$ cat src/include/qpio_pkg.sv
// Purpose: constants for the four-port i/o block with external bus
// Assumes: one clock, ports are 8 bits wide
// Notes:   latch reset values and strong-drive length live here
`default_nettype none
package qpio_pkg;
    localparam int unsigned PORT_W          = 8;
    localparam logic [7:0]  LATCH_RST       = 8'hff;
    // strong high-side drive after a written one, in clock periods
    localparam int unsigned STRONG_PERIODS  = 2;
    localparam logic [1:0]  STRONG_CNT      = 2'(STRONG_PERIODS);
    // alternate function bit positions on the fourth port
    localparam int unsigned P4_RXD          = 0;
    localparam int unsigned P4_TXD          = 1;
    localparam int unsigned P4_IRQ0         = 2;
    localparam int unsigned P4_IRQ1         = 3;
    localparam int unsigned P4_CNT0         = 4;
    localparam int unsigned P4_CNT1         = 5;
    localparam int unsigned P4_WR           = 6;
    localparam int unsigned P4_RD           = 7;
    // alternate function bit positions on the second port
    localparam int unsigned P2_TCLK         = 0;
    localparam int unsigned P2_TCTL         = 1;
    typedef enum logic [1:0] {
        QP_BUS_IDLE,
        QP_BUS_ADDR,
        QP_BUS_DATA
    } qp_bus_t;
endpackage : qpio_pkg
`default_nettype wire

$ cat src/hw/qpio_ports.sv
// Purpose: four 8-bit i/o ports with multiplexed external memory bus
// Assumes: core supplies latch writes and bus requests, pins synchronous
// Notes:   pins are in/out/oe triples, plus a pull-up enable on ports two to four; pull-ups are outside the design
//
// Contract
// - first port: eight open-drain bidirectional pins, no pull-up.
// - a one in a first-port latch bit floats that pin for input.
// - first port carries low address then data on external accesses.
// - second port: a one written over a zero gives two clocks strong drive, then weak.
// - second port bit 0: third timer count input or clock output.
// - second port bit 1: third timer external control input.
// - third port: pulled-up, drives high address byte on external access.
// - fourth port: same weak pull-up scheme, carries special functions.
// - fourth port bits 0,1: serial receive input, serial transmit output.
// - fourth port bits 2,3: the two external interrupt inputs.
// - fourth port bits 4,5: first and second timer count inputs.
// - fourth port bits 6,7: active-low write and read strobes.
// - address latch pulse marks low address on the first port.
`default_nettype none
module qpio_ports
    import qpio_pkg::*;
(
    // clock and reset
    input  wire logic        core_clk,
    input  wire logic        rst_n,
    // latch writes from the core, one strobe per port
    input  wire logic        p1_wr,
    input  wire logic        p2_wr,
    input  wire logic        p3_wr,
    input  wire logic        p4_wr,
    input  wire logic [7:0]  wr_data,
    // latch and pin views back to the core
    output logic      [7:0]  p1_latch,
    output logic      [7:0]  p2_latch,
    output logic      [7:0]  p3_latch,
    output logic      [7:0]  p4_latch,
    output logic      [7:0]  p1_pins,
    output logic      [7:0]  p2_pins,
    output logic      [7:0]  p3_pins,
    output logic      [7:0]  p4_pins,
    // external memory access request: start pulse, write flag
    input  wire logic        ext_start,
    input  wire logic        ext_write,
    input  wire logic [15:0] ext_addr,
    input  wire logic [7:0]  ext_wdata,
    output logic      [7:0]  ext_rdata,
    output logic             ext_done,
    output logic             ext_busy,
    output logic             addr_latch_pulse,
    // alternate functions
    input  wire logic        timer_three_clk_out_en,
    input  wire logic        timer_three_clk_out,
    output logic             timer_three_ext_clock_pin,
    output logic             timer_three_ext_control_pin,
    input  wire logic        serial_tx,
    output logic             serial_rx,
    output logic             ext_irq_zero_pin,
    output logic             ext_irq_one_pin,
    output logic             timer_one_count_pin,
    output logic             timer_two_count_pin,
    // first port pins (open drain)
    input  wire logic [7:0]  p1_in,
    output logic      [7:0]  p1_out,
    output logic      [7:0]  p1_oe,
    // second port pins: strong drive and weak pull-up enable
    input  wire logic [7:0]  p2_in,
    output logic      [7:0]  p2_out,
    output logic      [7:0]  p2_oe,
    output logic      [7:0]  p2_pu,
    // third port pins
    input  wire logic [7:0]  p3_in,
    output logic      [7:0]  p3_out,
    output logic      [7:0]  p3_oe,
    output logic      [7:0]  p3_pu,
    // fourth port pins
    input  wire logic [7:0]  p4_in,
    output logic      [7:0]  p4_out,
    output logic      [7:0]  p4_oe,
    output logic      [7:0]  p4_pu
);

    typedef struct packed {
        logic [7:0]  l1;
        logic [7:0]  l2;
        logic [7:0]  l3;
        logic [7:0]  l4;
        logic [15:0] s2;
        logic [15:0] s3;
        logic [15:0] s4;
        logic [7:0]  lat3;
        logic [7:0]  lat4;
        qp_bus_t     bus;
        logic        wr;
        logic [15:0] addr;
        logic [7:0]  wdat;
        logic [7:0]  rdat;
        logic        done;
    } qp_state_t;

    qp_state_t st_r;
    qp_state_t st_nxt;

    // per-bit two-period strong drive counters for a pulled-up port
    function automatic logic [15:0] qp_strong(input logic [15:0] cnt,
                                              input logic [7:0]  old,
                                              input logic [7:0]  nw,
                                              input logic        wr,
                                              input logic [1:0]  ld);
        logic [15:0] res;
        res = '0;
        for (int i = 0; i < PORT_W; i++) begin
            if (wr && nw[i] && !old[i]) begin
                res[2*i +: 2] = ld;
            end else if (cnt[2*i +: 2] != 2'h0) begin
                res[2*i +: 2] = cnt[2*i +: 2] - 2'h1;
            end
        end
        return res;
    endfunction : qp_strong

    function automatic logic [7:0] qp_active(input logic [15:0] cnt);
        logic [7:0] res;
        res = '0;
        for (int i = 0; i < PORT_W; i++) begin
            res[i] = cnt[2*i +: 2] != 2'h0;
        end
        return res;
    endfunction : qp_active

    always_comb begin
        st_nxt      = st_r;
        st_nxt.done = 1'b0;
        if (p1_wr) st_nxt.l1 = wr_data;
        if (p2_wr) st_nxt.l2 = wr_data;
        if (p3_wr) st_nxt.l3 = wr_data;
        if (p4_wr) st_nxt.l4 = wr_data;
        // strong drive also fires when an alternate output rises, on the third and fourth ports only
        st_nxt.s2 = qp_strong(st_r.s2, st_r.l2, wr_data, p2_wr,
                              STRONG_CNT);
        // rise cycle is the first strong period, counter gives the rest
        st_nxt.s3 = qp_strong(st_r.s3, st_r.lat3, p3_out,
                              1'b1, STRONG_CNT - 2'h1);
        st_nxt.s4 = qp_strong(st_r.s4, st_r.lat4, p4_out,
                              1'b1, STRONG_CNT - 2'h1);
        st_nxt.lat3 = p3_out;
        st_nxt.lat4 = p4_out;
        unique case (st_r.bus)
            QP_BUS_IDLE: begin
                if (ext_start) begin
                    st_nxt.bus  = QP_BUS_ADDR;
                    st_nxt.wr   = ext_write;
                    st_nxt.addr = ext_addr;
                    st_nxt.wdat = ext_wdata;
                end
            end
            QP_BUS_ADDR: begin
                st_nxt.bus = QP_BUS_DATA;
            end
            QP_BUS_DATA: begin
                if (!st_r.wr) st_nxt.rdat = p1_in;
                st_nxt.done = 1'b1;
                st_nxt.bus  = QP_BUS_IDLE;
            end
        endcase
        // second-port strong drive only on a written one, in any bus state
        if (!p2_wr) begin
            st_nxt.s2 = qp_strong(st_r.s2, st_r.l2, st_r.l2, 1'b0,
                                  STRONG_CNT);
        end
    end

    always_ff @(posedge core_clk or negedge rst_n) begin
        if (!rst_n) begin
            st_r      <= '0;
            st_r.l1   <= LATCH_RST;
            st_r.l2   <= LATCH_RST;
            st_r.l3   <= LATCH_RST;
            st_r.l4   <= LATCH_RST;
            st_r.lat3 <= LATCH_RST;
            st_r.lat4 <= LATCH_RST;
            st_r.bus  <= QP_BUS_IDLE;
        end else begin
            st_r <= st_nxt;
        end
    end

    logic       in_bus;
    logic [7:0] p4_alt;

    assign in_bus   = st_r.bus != QP_BUS_IDLE;
    assign ext_busy = in_bus;
    assign ext_done = st_r.done;
    assign ext_rdata        = st_r.rdat;
    assign addr_latch_pulse = st_r.bus == QP_BUS_ADDR;

    // first port: drive low for zeros, float for ones
    always_comb begin
        p1_out = 8'h00;
        p1_oe  = ~st_r.l1;
        if (st_r.bus == QP_BUS_ADDR) begin
            p1_out = st_r.addr[7:0];
            p1_oe  = 8'hff;
        end else if (st_r.bus == QP_BUS_DATA) begin
            p1_out = st_r.wdat;
            p1_oe  = st_r.wr ? 8'hff : 8'h00;
        end
    end

    // second port with timer three clock output on bit 0
    always_comb begin
        p2_out = st_r.l2;
        if (timer_three_clk_out_en) begin
            p2_out[P2_TCLK] = timer_three_clk_out;
        end
        p2_oe = ~p2_out | qp_active(st_r.s2);
        p2_pu = 8'hff;
    end

    // third port: high address byte during external access
    always_comb begin
        p3_out = in_bus ? st_r.addr[15:8] : st_r.l3;
    end
    assign p3_oe = ~p3_out | ~st_r.lat3 | qp_active(st_r.s3);
    assign p3_pu = 8'hff;

    // fourth port alternate outputs are active-low or idle high
    always_comb begin
        p4_alt         = 8'hff;
        p4_alt[P4_TXD] = serial_tx;
        p4_alt[P4_WR]  = !(st_r.bus == QP_BUS_DATA && st_r.wr);
        p4_alt[P4_RD]  = !(st_r.bus == QP_BUS_DATA && !st_r.wr);
        p4_out = st_r.l4 & p4_alt;
    end
    assign p4_oe = ~p4_out | ~st_r.lat4 | qp_active(st_r.s4);
    assign p4_pu = 8'hff;

    assign serial_rx                   = p4_in[P4_RXD];
    assign ext_irq_zero_pin            = p4_in[P4_IRQ0];
    assign ext_irq_one_pin             = p4_in[P4_IRQ1];
    assign timer_one_count_pin         = p4_in[P4_CNT0];
    assign timer_two_count_pin         = p4_in[P4_CNT1];
    assign timer_three_ext_clock_pin   = p2_in[P2_TCLK];
    assign timer_three_ext_control_pin = p2_in[P2_TCTL];

    assign p1_latch = st_r.l1;
    assign p2_latch = st_r.l2;
    assign p3_latch = st_r.l3;
    assign p4_latch = st_r.l4;
    assign p1_pins  = p1_in;
    assign p2_pins  = p2_in;
    assign p3_pins  = p3_in;
    assign p4_pins  = p4_in;

endmodule : qpio_ports
`default_nettype wire

$ cat config.mk
export PLATFORM = sky130hd
export DESIGN_NAME = qpio_ports
export DESIGN_NICKNAME = d
export VERILOG_FILES = /design/src/include/qpio_pkg.sv /design/src/hw/qpio_ports.sv
export SDC_FILE = /design/constraint.sdc
export NUM_CORES = 1
export LEC_CHECK = 0
export BUFFER_PORTS_ARGS = -buffer_cell sky130_fd_sc_hd__buf_2
export CAP_MARGIN = 20
export CORE_ASPECT_RATIO = 1.25
export CORE_UTILIZATION = 49
export CTS_CLUSTER_DIAMETER = 120
export DETAILED_ROUTE_END_ITERATION = 7
export PLACE_DENSITY_LB_ADDON = 0.15
export SETUP_SLACK_MARGIN = 0.05
export SLEW_MARGIN = 20
export SYNTH_ARGS = -nofsm -noshare
export SYNTH_HDL_FRONTEND = slang
export SYNTH_SLANG_ARGS = --single-unit
$ cat constraint.sdc
create_clock -name core_clk -period 1.74 [get_ports core_clk]
set_input_delay 0.174 -clock core_clk [delete_from_list [all_inputs] [get_ports core_clk]]
set_output_delay 0.174 -clock core_clk [all_outputs]
set_load 0.05 [all_outputs]
**Word level (Yosys, flattened, before mapping)**

Cells that the tools add are included.

- Output and inout bits: 170
- Input port bits: 75
- Flip-flop bits (word level): 132
- Logic and storage cells: 203

- Mux-type cells: 59
- Bitwise operators: 13
- $add $sub $neg: 24
- Reductions and logical operators: 89
- Eq/ne operators: 3

Operators by type and width:

| kind | count |
|---|---|
| 2-bit 2-to-1 mux | 48 |
| 2-bit nonzero test | 25 |
| 8-bit 2-to-1 mux | 6 |
| 8-bit inverter | 6 |
| 2-bit by 1-bit subtractor with 2-bit output, second input constant | 24 |
| 8-bit OR | 5 |
| 1-bit logical AND | 34 |
| 1-bit zero test | 27 |
| 27-bit 2-to-1 mux | 1 |
| 16-bit 2-to-1 mux | 1 |
| 8-bit bitwise AND | 1 |
| 2-bit one-hot mux with 3 select lines | 1 |
| 2-bit AND reduction | 2 |
| 2-bit by 1-bit == test with 1-bit output, second input constant | 1 |
| 2-bit == test, second input constant | 1 |
| 2-bit zero test | 1 |
| 1-bit 2-to-1 mux | 2 |
| 2-bit inequality test, second input constant | 1 |
| 1-bit inverter | 1 |

**Depth between registers and ports, before layout**

- Depth after elaboration: 7
- Mapped depth: 6
- Depth with buffers taken out: 5

**Least setup slack after synthesis**

No wires, ideal clock.

- Path type: reg-to-output
- From: register st_r[35] in the netlist's numbering
- To: output p1_out[3]
- Data required time: 1566 ps
- Slack: -381 ps
- Path buffers: 2
- Cell stages (with the launch flop): 6
- Arrival time: 1947 ps
- Path through: dfrtp_1 > inv_1 > ha_1 > buf_2 > buf_1 > a22o_1

- Elaborated cells on any way between the ends: 4
- Those cells by class: 2 x eq/ne; 2 x mux

RTL lines:

| item | line | RTL |
|---|---|---|
| start, declared | qpio_ports.sv:100 | `qp_state_t st_r;` |
| start signal, assigned | qpio_ports.sv:183 | `st_r <= st_nxt;` |
| 2-bit by 1-bit == test with 1-bit output | - |  |
| via addr_latch_pulse | qpio_ports.sv:49 | `output logic addr_latch_pulse,` |
| 8-bit 2-to-1 mux | qpio_ports.sv:200 | `if (st_r.bus == QP_BUS_ADDR) begin` |
| end, declared | qpio_ports.sv:63 | `output logic [7:0] p1_out,` |

The timed path passes the listed nets, and every way through them passes these cells.

**Final worst setup path**

- From: register st_r[35] in the netlist's numbering
- To: output p3_oe[2]

- Longest elaborated chain between the ends: 5

RTL lines:

| item | line | RTL |
|---|---|---|
| 2-bit nonzero test | qpio_ports.sv:190 | `assign in_bus = st_r.bus != QP_BUS_IDLE;` |
| 8-bit 2-to-1 mux | qpio_ports.sv:221 | `p3_out = in_bus ? st_r.addr[15:8] : st_r.l3;` |
| 8-bit inverter | qpio_ports.sv:223 | `assign p3_oe = ~p3_out \| ~st_r.lat3 \| qp_active(st_r.s3);` |
| 8-bit OR (2 in series) | qpio_ports.sv:223 |  |
| end, declared | qpio_ports.sv:73 | `output logic [7:0] p3_oe,` |

No other way between the ends.

==> impl_metrics.ini <==
[outcome]
status = complete, but fails checks
failed_checks = setup timing

[timing]
rsz0062_at_grt = true
final.setup.worst_slack_ns = -0.218
fin_crit_sh_pct = 113
max_freq_mhz = 511
final-max-slew-violation-count = 0
hold_viol_final = 0
fin_skew_ns = 0.00698
hold-worst-slack_ns = 0.0128
setup_viol = 37
final.min_clock_period_ns = 1.96

[placement]
gp_congestion = 0.771
place_area_um2 = 6760
dp.cells = 779
pre_cts_slack_ns = -0.0787
hpwl_um = 9540
port_buffers = 165

[drt]
dr.pass1.iters = 4
viasPerCell = 4.87
routed_wl_um = 14500
ant_nets = 0
wire_per_inst_um = 16.5
route.detailed.drc = 0
routed-via-count = 4272
drt_iter0_markers = 121

[cells_and_area]
most-common-layout-cells = 117 x buf_2, 84 x dfrtp_1, 48 x dfstp_2
final_layout_size_suffix_gt1_share_pct = 61.3
final_area_um2 = 8720
final_cells = 878
area_growth_pct = 37.3
layout.nets = 773
layout_commonest_cell = buf_2
fillers = 910

[logic_synthesis]
ys_types = 33
yosysSeqAreaShare_pct = 52.9
synth_area_um2 = 6350
synth-seq-cells = 132
yosys_warnings = 0
postSynthCellCount = 541
syn_area_per_cell_um2 = 11.7

[cts]
numCtsBuffers = 17
cts-root-buf = clkbuf_16
h-tree-depth = 4
path_clk_slew_ns = 0.06
clk_path_buf_depth = 2
cts.sinks = 132
clk_latency_ns = 0.41
cts_tree = built

[setup_path]
path_class = reg -> out
reg2reg_depth = 8
start_kind = register
critPathArrivalTime_ns = 1.78
required_ns = 1.57
worst_setup_path_end_kind = primary output
critPathMaxFanout = 8

[pwr]
p_per_area_nw_per_um2 = 1930
cellLeakagePower_nw = 4.22
ir_drop_v = 0.00135
power_w = 0.0168

[die]
die_h_um = 129
rows = 46
die-area_um2 = 13400
core_um2 = 12700
ioPinCount = 245
initial_core_util_pct = 50.2
die_w_um = 104

[global_route]
grt_max_degree = 52
gr-usage-all-layers_pct = 21.5
antenna_found_initial = 2
grt_pass1_vias = 4338
grt_overflow_total = 0
grt_pass1_wl_um = 22200

[worst_hold_path]
hold_depth = 2
hold_path.class = in -> reg

[flow_run]
cap_violations = 0
-- cell families after synthesis --
| family | share of synthesized area, % |
|---|---|
| buffers and inverters | 19.0 |
| multiplexers | 13.1 |
| other | 0.0590 |
| AO/OA/AOI/OAI | 7.76 |
| AND/OR/NAND/NOR | 6.58 |
| adder cells (fa/ha/maj) | 0.591 |
| flip-flops | 52.9 |
-- repair_timing --
item	in CTS	in global routing
resized for setup	128	73
buffers inserted	21	15
endpoints found under the setup margin	46	53
hold buffers	27	2
cloned	0	1
hold endpoints to repair	61	2
pin swaps	14	10
-- cell usage after synthesis --
| cell | n | share of area, % |
|---|---|---|
| a21boi_2 | 1 | 0.18 |
| a21o_1 | 8 | 0.95 |
| a21oi_1 | 1 | 0.079 |
| a22o_1 | 9 | 1.2 |
| a311oi_1 | 8 | 1.1 |
| a31oi_1 | 1 | 0.099 |
| a32o_1 | 1 | 0.16 |
| and2_1 | 1 | 0.099 |
| and3_1 | 5 | 0.49 |
| buf_1 | 1 | 0.059 |
| buf_2 | 9 | 0.71 |
| buf_4 | 127 | 15 |
| buf_6 | 3 | 0.53 |
| conb_1 | 1 | 0.059 |
| dfrtp_1 | 84 | 33 |
| dfstp_2 | 48 | 20 |
| ha_1 | 3 | 0.59 |
| inv_1 | 46 | 2.7 |
| mux2_2 | 39 | 6.9 |
| mux2_4 | 20 | 4.7 |
| mux2i_1 | 9 | 1.4 |
| nand2_1 | 21 | 1.2 |
| nand2_4 | 1 | 0.18 |
| nand2b_1 | 15 | 1.5 |
| nand3_1 | 14 | 1.1 |
| nand4_1 | 1 | 0.099 |
| nor2_1 | 16 | 0.95 |
| nor2b_1 | 1 | 0.099 |
| o211a_1 | 9 | 1.4 |
| o21ai_0 | 21 | 1.7 |
| o22ai_1 | 9 | 0.89 |
| or3_1 | 7 | 0.69 |
| or4b_1 | 1 | 0.16 |
-- flip-flops by register name (all words and copies together), names as in the netlist --
register   count
ext_rdata      8
ext_done       1
p2_latch       8
p3_latch       8
st_r          91
p1_latch       8
p4_latch       8
-- report_power, final --
group / switching (W) / internal [W]
registers: 0.000639 / 0.00398
clock network: 0.00133 / 0.00243
logic: 0.00466 / 0.00377
-- worst max-delay path, cell delays in order (launching register included) --
cell and delay [ns]:
dfrtp_1 0.40, inv_2 0.09, ha_4 0.16, buf_12 0.16
mux2i_4 0.25, inv_2 0.08, nand3_2 0.08, buf_8 0.15
-- metal layers --
layer | vias to the layer above | GRT usage (%) | share of wire, %
met3 | 34 | 5.99 | 6.3
li1 | 1986 | - | -
met5 | - | 0 | 0
met1 | 2102 | 24.6 | 38
met2 | 150 | 37.1 | 53
met4 | 0 | 10.8 | 2.5
-- metrics by stage --
| step | TNS [ns] | utilization (%) |
|---|---|---|
| after floorplan | 0 | - |
| after global placement | 0 | 53.4 |
| after detailed placement | -0.0787 | 53.4 |
| after CTS | -6.41 | 65.3 |
| after global routing | -8.09 | 68.8 |
| final | -5.67 | 68.9 |
-- layout make-up --
class / count / area [um^2] / share of cell area [%]
Antenna cell: 2 / 5.00 / 0.0574
Clock buffer: 19 / 443 / 5.08
Clock inverter: 13 / 184 / 2.11
Inverter: 46 / 173 / 1.98
Multi-Input combinational cell: 247 / 2280 / 26.1
Sequential cell: 132 / 3360 / 38.6
Tap cell: 168 / 210 / 2.41
Timing Repair Buffer: 251 / 2060 / 23.7
-- worst paths after layout --
| kind | start | end | slack [ns] |
|---|---|---|---|
| max | st_r[35] | p3_oe[2] | -0.22 |
| max in group asynchronous | rst_n | p4_latch[1] | 0.77 |
| min in group asynchronous | rst_n | st_r[79] | 0.25 |
| max reg2reg | st_r[35] | st_r[33] | 0.02 |
| min | p1_in[1] | ext_rdata[1] | 0.01 |
| min reg2reg | p4_latch[2] | st_r[38] | 0.40 |
(Power assumes the default switching activity.)
